`src/rtl/mcp_pkg.sv`:
```
// Purpose: constants and types shared by the core power-state controller
// Assumes: 250 MHz core clock
// Notes:   long counts are top-level parameters, defaults derived here
package mcp_pkg;

  localparam int unsigned CLK_MHZ                 = 250;
  // reference power-up wait, microseconds
  localparam int unsigned REFERENCE_POWERUP_TIME_US = 4400;
  localparam int unsigned REFERENCE_READY_STATE_CYCLES_DEF        = REFERENCE_POWERUP_TIME_US * CLK_MHZ;
  // watchdog (sleep timeout), milliseconds
  localparam int unsigned SLEEP_TIMEOUT_MS        = 2000;
  localparam longint unsigned WDOG_CYCLES_DEF     = 64'(SLEEP_TIMEOUT_MS) * 64'(CLK_MHZ) * 64'd1000;
  localparam int unsigned CNT_W                   = 32;

  localparam logic [CNT_W-1:0] CNT_ZERO           = 32'h0000_0000;
  localparam logic [CNT_W-1:0] CNT_ONE            = 32'h0000_0001;

  typedef enum logic [2:0] {
    MCP_SLEEP,
    MCP_STANDBY,
    MCP_REF_WAIT,
    MCP_REFERENCE_READY,
    MCP_MEASURE
  } mcp_state_t;

endpackage : mcp_pkg

```
`src/rtl/mcp_timer_if.sv`:
```
// Purpose: carrier between controller and its countdown timers
// Assumes: single clock domain
// Notes:   load restarts, expired is a level
`timescale 1ns/1ns
`default_nettype none
interface mcp_timer_if;
  logic load;
  logic hold_expired;
  logic expired;
  modport ctrl  (output load, output hold_expired, input expired);
  modport timer (input load, input hold_expired, output expired);
endinterface : mcp_timer_if
`default_nettype wire

```
`src/rtl/mcp_timer.sv`:
```
// Purpose: loadable countdown timer with expired flag
// Assumes: length at least one cycle
// Notes:   resets expired; hold_expired forces expiry
`timescale 1ns/1ns
`default_nettype none
module mcp_timer #(
  parameter logic [31:0] LENGTH = 32'h0000_0010
) (
  input  wire logic clock,
  input  wire logic rst_b,
  mcp_timer_if.timer tif
);
  import mcp_pkg::*;

  logic [CNT_W-1:0] count;
  logic [CNT_W-1:0] next_count;

  assign next_count = tif.hold_expired ? CNT_ZERO :
                      tif.load         ? LENGTH :
                      (count != CNT_ZERO) ? count - CNT_ONE : CNT_ZERO;
  assign tif.expired = (count == CNT_ZERO);

  always_ff @(posedge clock or negedge rst_b) begin
    if (!rst_b) count <= CNT_ZERO;
    else count <= next_count;
  end
endmodule : mcp_timer
`default_nettype wire

```
`src/rtl/mcp_core.sv`:
```
// Purpose: core operating-state controller of a battery monitor
// Assumes: command strobes are one-cycle pulses, synchronous to clock
// Notes:   serial-link states live elsewhere; only wake and command pulses enter here
// Operation
// - sleep: reference, converters off; regulator drive 0
// - sleep to standby on serial wake-up
// - standby: analog off, regulator driven on
// - standby held while any timer runs
// - conversion or keep-on write of 1: wait, then advance
// - both timers expired: standby returns to sleep
// - discharge timer disabled: watchdog alone decides
// - reference-ready: reference on, converters off
// - reference-ready to measure on conversion command
// - keep-on cleared: reference-ready back to standby
// - watchdog clear with discharge expired: sleep
// - measure: reference and converters powered
// - done: reference-ready if keep-on, else standby
// - commands other than conversion and keep-on write leave state unchanged
// - only conversion commands enter measure
// - core states independent of serial-link states
// - watchdog expiry resets, releases open-drain output
`timescale 1ns/1ns
`default_nettype none
module mcp_core
  import mcp_pkg::*;
#(
  parameter logic [31:0] REFERENCE_READY_STATE_CYCLES = 32'(mcp_pkg::REFERENCE_READY_STATE_CYCLES_DEF),
  parameter logic [31:0] WDOG_CYCLES  = 32'(mcp_pkg::WDOG_CYCLES_DEF)
) (
  input  wire logic clock,
  input  wire logic rst_b,
  input  wire logic wake_detect,
  input  wire logic valid_cmd,
  input  wire logic conversion_cmd,
  input  wire logic write_config_group_a_cmd,
  input  wire logic keep_on_wdata,
  input  wire logic conversion_done,
  input  wire logic discharge_enable,
  input  wire logic discharge_expired,
  output logic      reference_on,
  output logic      converters_on,
  output logic      regulator_drive_on,
  output logic      link_enable,
  output logic      measure_start,
  output logic      reference_keep_on,
  output logic      watchdog_output_o,
  output logic      watchdog_output_oe,
  output logic      watchdog_reset,
  output mcp_pkg::mcp_state_t core_state
);
  import mcp_pkg::*;

  // ==========================================================
  // timers
  mcp_timer_if wdog_if ();
  mcp_timer_if refw_if ();

  mcp_timer #(.LENGTH(WDOG_CYCLES)) u_wdog (
    .clock (clock),
    .rst_b (rst_b),
    .tif   (wdog_if)
  );

  mcp_timer #(.LENGTH(REFERENCE_READY_STATE_CYCLES)) u_refw (
    .clock (clock),
    .rst_b (rst_b),
    .tif   (refw_if)
  );

  // ==========================================================
  // command decode
  mcp_state_t state;
  mcp_state_t next_state;
  logic       pend_measure;
  logic       next_pend_measure;
  logic       next_keep_on;
  logic       keep_write;
  logic       conv_ok;
  logic       wdog_expired;
  logic       timers_expired;
  logic       wdog_fire;
  logic       wdog_fire_q;

  assign keep_write     = valid_cmd && write_config_group_a_cmd;
  assign conv_ok        = valid_cmd && conversion_cmd;
  assign wdog_expired   = wdog_if.expired;
  assign timers_expired = wdog_expired && (!discharge_enable || discharge_expired);
  // rising expiry while awake; a command in that cycle restarts instead
  assign wdog_fire      = wdog_expired && !wdog_fire_q && (state != MCP_SLEEP) &&
                          !valid_cmd;

  // restart on any valid command while awake, or on wake
  assign wdog_if.load         = valid_cmd || (state == MCP_SLEEP && wake_detect);
  // watchdog treated as expired in sleep
  assign wdog_if.hold_expired = (state == MCP_SLEEP) && !wake_detect;
  assign refw_if.load         = (next_state == MCP_REF_WAIT) && (state != MCP_REF_WAIT);
  assign refw_if.hold_expired = 1'b0;

  // keep-on bit: host write, auto clear on watchdog expiry
  always_comb begin
    next_keep_on = reference_keep_on;
    if (keep_write) begin
      next_keep_on = keep_on_wdata;
    end else if (wdog_fire) begin
      next_keep_on = 1'b0;
    end
  end

  // ==========================================================
  // state machine
  always_comb begin
    next_state        = state;
    next_pend_measure = pend_measure;
    case (state)
      MCP_SLEEP: begin
        if (wake_detect) next_state = MCP_STANDBY;
      end
      MCP_STANDBY: begin
        if (conv_ok || (keep_write && keep_on_wdata)) begin
          next_state        = MCP_REF_WAIT;
          next_pend_measure = conv_ok;
        end else if (timers_expired && !valid_cmd) begin
          next_state = MCP_SLEEP;
        end
      end
      MCP_REF_WAIT: begin
        if (conv_ok) next_pend_measure = 1'b1;
        if (refw_if.expired) begin
          if (pend_measure || conv_ok) begin
            next_state = MCP_MEASURE;
          end else if (next_keep_on) begin
            next_state = MCP_REFERENCE_READY;
          end else begin
            next_state = MCP_STANDBY;
          end
          next_pend_measure = 1'b0;
        end
      end
      MCP_REFERENCE_READY: begin
        if (conv_ok) begin
          next_state = MCP_MEASURE;
        end else if (!next_keep_on) begin
          next_state = (wdog_fire && timers_expired) ? MCP_SLEEP : MCP_STANDBY;
        end
      end
      MCP_MEASURE: begin
        if (conversion_done) begin
          next_state = next_keep_on ? MCP_REFERENCE_READY : MCP_STANDBY;
        end
      end
      default: begin
        next_state        = MCP_SLEEP;
        next_pend_measure = 1'b0;
      end
    endcase
  end
  // commands other than conversion and keep-on write only restart the watchdog

  always_ff @(posedge clock or negedge rst_b) begin
    if (!rst_b) begin
      state             <= MCP_SLEEP;
      pend_measure      <= 1'b0;
      reference_keep_on <= 1'b0;
      wdog_fire_q       <= 1'b1;
    end else begin
      state             <= next_state;
      pend_measure      <= next_pend_measure;
      reference_keep_on <= next_keep_on;
      wdog_fire_q       <= wdog_expired;
    end
  end

  // ==========================================================
  // power and pin outputs, registered
  always_ff @(posedge clock or negedge rst_b) begin
    if (!rst_b) begin
      reference_on       <= 1'b0;
      converters_on      <= 1'b0;
      regulator_drive_on <= 1'b0;
      link_enable        <= 1'b0;
      measure_start      <= 1'b0;
      watchdog_reset     <= 1'b0;
      watchdog_output_oe <= 1'b0;
    end else begin
      reference_on       <= (next_state == MCP_REF_WAIT) ||
                            (next_state == MCP_REFERENCE_READY) ||
                            (next_state == MCP_MEASURE);
      converters_on      <= (next_state == MCP_MEASURE);
      regulator_drive_on <= (next_state != MCP_SLEEP);
      link_enable        <= (next_state != MCP_SLEEP);
      measure_start      <= (next_state == MCP_MEASURE) && (state != MCP_MEASURE);
      watchdog_reset     <= wdog_fire;
      // pull low from the reload edge on, release on expiry
      watchdog_output_oe <= (wdog_if.load && !wdog_if.hold_expired) ||
                            !wdog_if.expired;
    end
  end

  assign watchdog_output_o = 1'b0;
  assign core_state        = state;

endmodule : mcp_core
`default_nettype wire

```
`config.mk`:
```
export PLATFORM = sky130hd
export DESIGN_NAME = mcp_core
export DESIGN_NICKNAME = d
export VERILOG_FILES = /design/src/rtl/mcp_pkg.sv /design/src/rtl/mcp_timer_if.sv /design/src/rtl/mcp_timer.sv /design/src/rtl/mcp_core.sv
export SDC_FILE = /design/constraint.sdc
export NUM_CORES = 1
export LEC_CHECK = 0
export BUFFER_PORTS_ARGS = -buffer_cell sky130_fd_sc_hd__buf_2
export CORE_MARGIN = 4
export CORE_UTILIZATION = 25
export CTS_CLUSTER_DIAMETER = 200
export DETAILED_ROUTE_END_ITERATION = 16
export GPL_TIMING_DRIVEN = 0
export PLACE_DENSITY = 0.38
export SYNTH_ARGS = -nofsm -noshare
export SYNTH_HDL_FRONTEND = slang
export SYNTH_SLANG_ARGS = --single-unit
```
`constraint.sdc`:
```
create_clock -name clock -period 4.5 [get_ports clock]
set_clock_uncertainty 0.2 [all_clocks]
set_input_delay 0.675 -clock clock [delete_from_list [all_inputs] [get_ports clock]]
set_output_delay 0.675 -clock clock [all_outputs]
set_load 0.01 [all_outputs]
```
==> impl_metrics.toml <==
[synth]
netlist_area_um2 = 3890
synth_top_flop_cell = "dfrtp_1"
yosysMostFrequentCell = "dfrtp_1"
syn-num-nets = 411
synth_cells = 398
synth_cell_types = 60
synth_common_cells = "75 x dfrtp_1, 62 x nor2_1, 30 x xnor2_1"
ys_async_sr_fraction = 1.00
synth_area_leaders = "dfrtp_1 48%, xnor2_1 6.7%, nor2_1 6.0%"
synth-seq-area-share = 0.489
ys_seq_elements = 76
ys_warn_count = 0
synth_edf_count = 0
synth_top_area_frac = 0.482
avgSynthCellArea_um2 = 9.78
synth_area_leader_cell = "dfrtp_1"

[route]
avgViaCountPerCell = 4.62
drc = 0
via_count = 2983
drt_iter0_markers = 133
wl_per_cell_um = 13.9
finalWirelength_um = 8980
first_pass_iters = 4
final_antenna_net_count = 0

[clocking]
cts_setup_buffers = 0
cts_hold_buf = 0
clk_pin_slew_ns = 0.06
cts_buffer_depth = 2
insertion_delay_ns = 0.33
clock-root-buffer = "clkbuf_16"
clock_sinks = 76
cts_buffers = 9
htreeDepth = 3
cts_resized = 0
cts_tree = "yes"

[global_route]
globalRouteMet1Util = 0.151
gr-usage-met2 = 0.153
grt_use_total = 0.107
use_met3 = 0.0243
grt_start_max_net_pins = 50
overflow = 0
grt_pass1_vias = 2951
top_usage_layer = "met2"
antenna_found_initial = 0
grt_first_pass_wirelength_um = 15100

[layout]
drive_gt1_frac = 0.143
area_delta_synth_final_pct = 19.5
nets = 443
antenna_cells = 0

[timing]
rsz0062_at_grt = "false"
tightest_slew_ns = 0.918
finalCriticalPeriod_ns = 2.93
period_share = 0.651
max_clock_freq_ghz = 0.341
slew_violations = 0
setup_tns_ns = 0
finalSetupViolations = 0
hold_viol_final = 0
maxSlewHeadroom = 0.382

[status]
run_status = "finished, final reports clean"

[flow_run]
max_cap_violations = 0

[critical_path]
crit_type = "register to register"
cp.required_ns = 4.48
start_kind = "register"
crit_chain = "nor4_1 > nand4_1 > nor3_4 > a21o_1 > clkbuf_2 > o21ai_0"
crit_start = "u_wdog.count[8]$_DFF_PN0_"
cpPeakStageDelay_ns = 0.82
cpMaxStageDelayCell = "nor4_1"
arrival_ns = 2.91
cp_max_fo = 10
r2r_start = "u_wdog.count[8]$_DFF_PN0_"
endpoint_kind = "register"

[floorplanning]
die_y_um = 133
initial_core_util = 0.255
die_w_um = 133
ios = 22
die-area_um2 = 17600
fp-row-count = 45
core_um2 = 15300

[worst_hold_path]
hold_class = "input port to asynchronous set/reset pin"

[place]
hpwl_um = 6310
place.gp.congestion = 0.717
numPortBuffers = 20

[power]
leakagePower_nw = 1.83
power.total_mw = 2.45
ir_drop_mv = 0.233
p_per_area_nw_per_um2 = 527
## per-layer routing
| metal | vias to the layer above | part of all wire |
|---|---|---|
| met5 | - | 0 |
| met4 | 0 | 0.022 |
| met3 | 15 | 0.039 |
| met2 | 54 | 0.43 |
| met1 | 1445 | 0.51 |
| li1 | 1469 | - |
## per-stage QoR
| step | util | std cells | setup slack [ns] | hold slack [ns] | instance area, um2 |
|---|---|---|---|---|---|
| floorplan | - | 398 | 2.18 | 0.179 | 3890 |
| global placement | 0.279 | 629 | 1.63 | 0.278 | 4260 |
| detailed placement | 0.281 | 630 | 1.64 | 0.277 | 4290 |
| CTS | 0.305 | 646 | 1.62 | 0.0704 | 4650 |
| global route | 0.305 | 646 | 1.41 | 0.0903 | 4650 |
| finish | 0.305 | 646 | 1.57 | 0.0675 | 4650 |
## layout make-up
class / instances / area [um2]
Buffer: 19 / 123
Multi-Input combinational cell: 296 / 1840
Sequential cell: 76 / 1900
Timing Repair Buffer: 21 / 130
Fill cell: 1563 / 10600
Clock buffer: 9 / 225
Inverter: 7 / 26.3
Tap cell: 211 / 264
Clock inverter: 7 / 139
## final timing paths
path	endpoint	slack, ns	cells after the start
setup / recovery	u_wdog.count[14]$_DFF_PN0_	1.57	6
hold / removal	u_wdog.count[18]$_DFF_PN0_	0.07	1
setup reg to reg	u_wdog.count[14]$_DFF_PN0_	1.57	6
hold reg to reg	u_wdog.count[0]$_DFF_PN0_	0.28	1
max in group asynchronous	wdog_fire_q$_DFF_PN1_	3.39	2
min in group clock	u_wdog.count[0]$_DFF_PN0_	0.28	1
## critical path: cells and delay by family (launching register included)
family	cells	cell delay, ns
AOI/OAI and AO/OA	2	0.34
buffers and inverters	1	0.24
and+or+nand+nor	3	1.55
DFF	1	0.44
## sequential cells by signal, indices dropped and copies added (netlist names)
signal and count:
u_refw.count 32, watchdog_reset 1, wdog_fire_q 1, core_state 3, pend_measure 1, link_enable 1, converters_on 1, u_wdog.count 32
measure_start 1, watchdog_output_oe 1, reference_keep_on 1, reference_on 1
## cell usage in the layout, fill, tap and decap left out, drive strengths merged, types with 3 or more instances in the layout
cell,n
bufinv,4
nand2,20
or4,9
or3,8
o31ai,4
nor4,18
nand3,15
clkinv,3
nor2b,4
ha,3
clkbuf,18
buf,31
dfrtp,75
o21ai,23
nand3b,3
nor3,23
nand4,10
xor2,23
xnor2,30
a21oi,6
nor2,63
inv,7
nand4b,3
## logic make-up (layout without fill, tap and decap cells)
| logic type | after synthesis | count (layout) | synth area share |
|---|---|---|---|
| multiplexers | 2 | 2 | 0.00514 |
| adder cells (fa/ha/maj) | 3 | 3 | 0.00964 |
| flip-flops | 76 | 76 | 0.489 |
| AND/OR/NAND/NOR | 188 | 188 | 0.260 |
| buffers and inverters | 26 | 63 | 0.0382 |
| other | 1 | 1 | 0.000963 |
| XOR/XNOR | 53 | 53 | 0.119 |
| AO/OA/AOI/OAI | 49 | 49 | 0.0784 |
## power breakdown
part / switching [mW] / internal [mW]
Sequential: 0.111 / 0.808
Combinational: 0.378 / 0.269
Clock: 0.290 / 0.597
Total: 0.779 / 1.67
No activity file was read; power rests on OpenSTA's default activity.
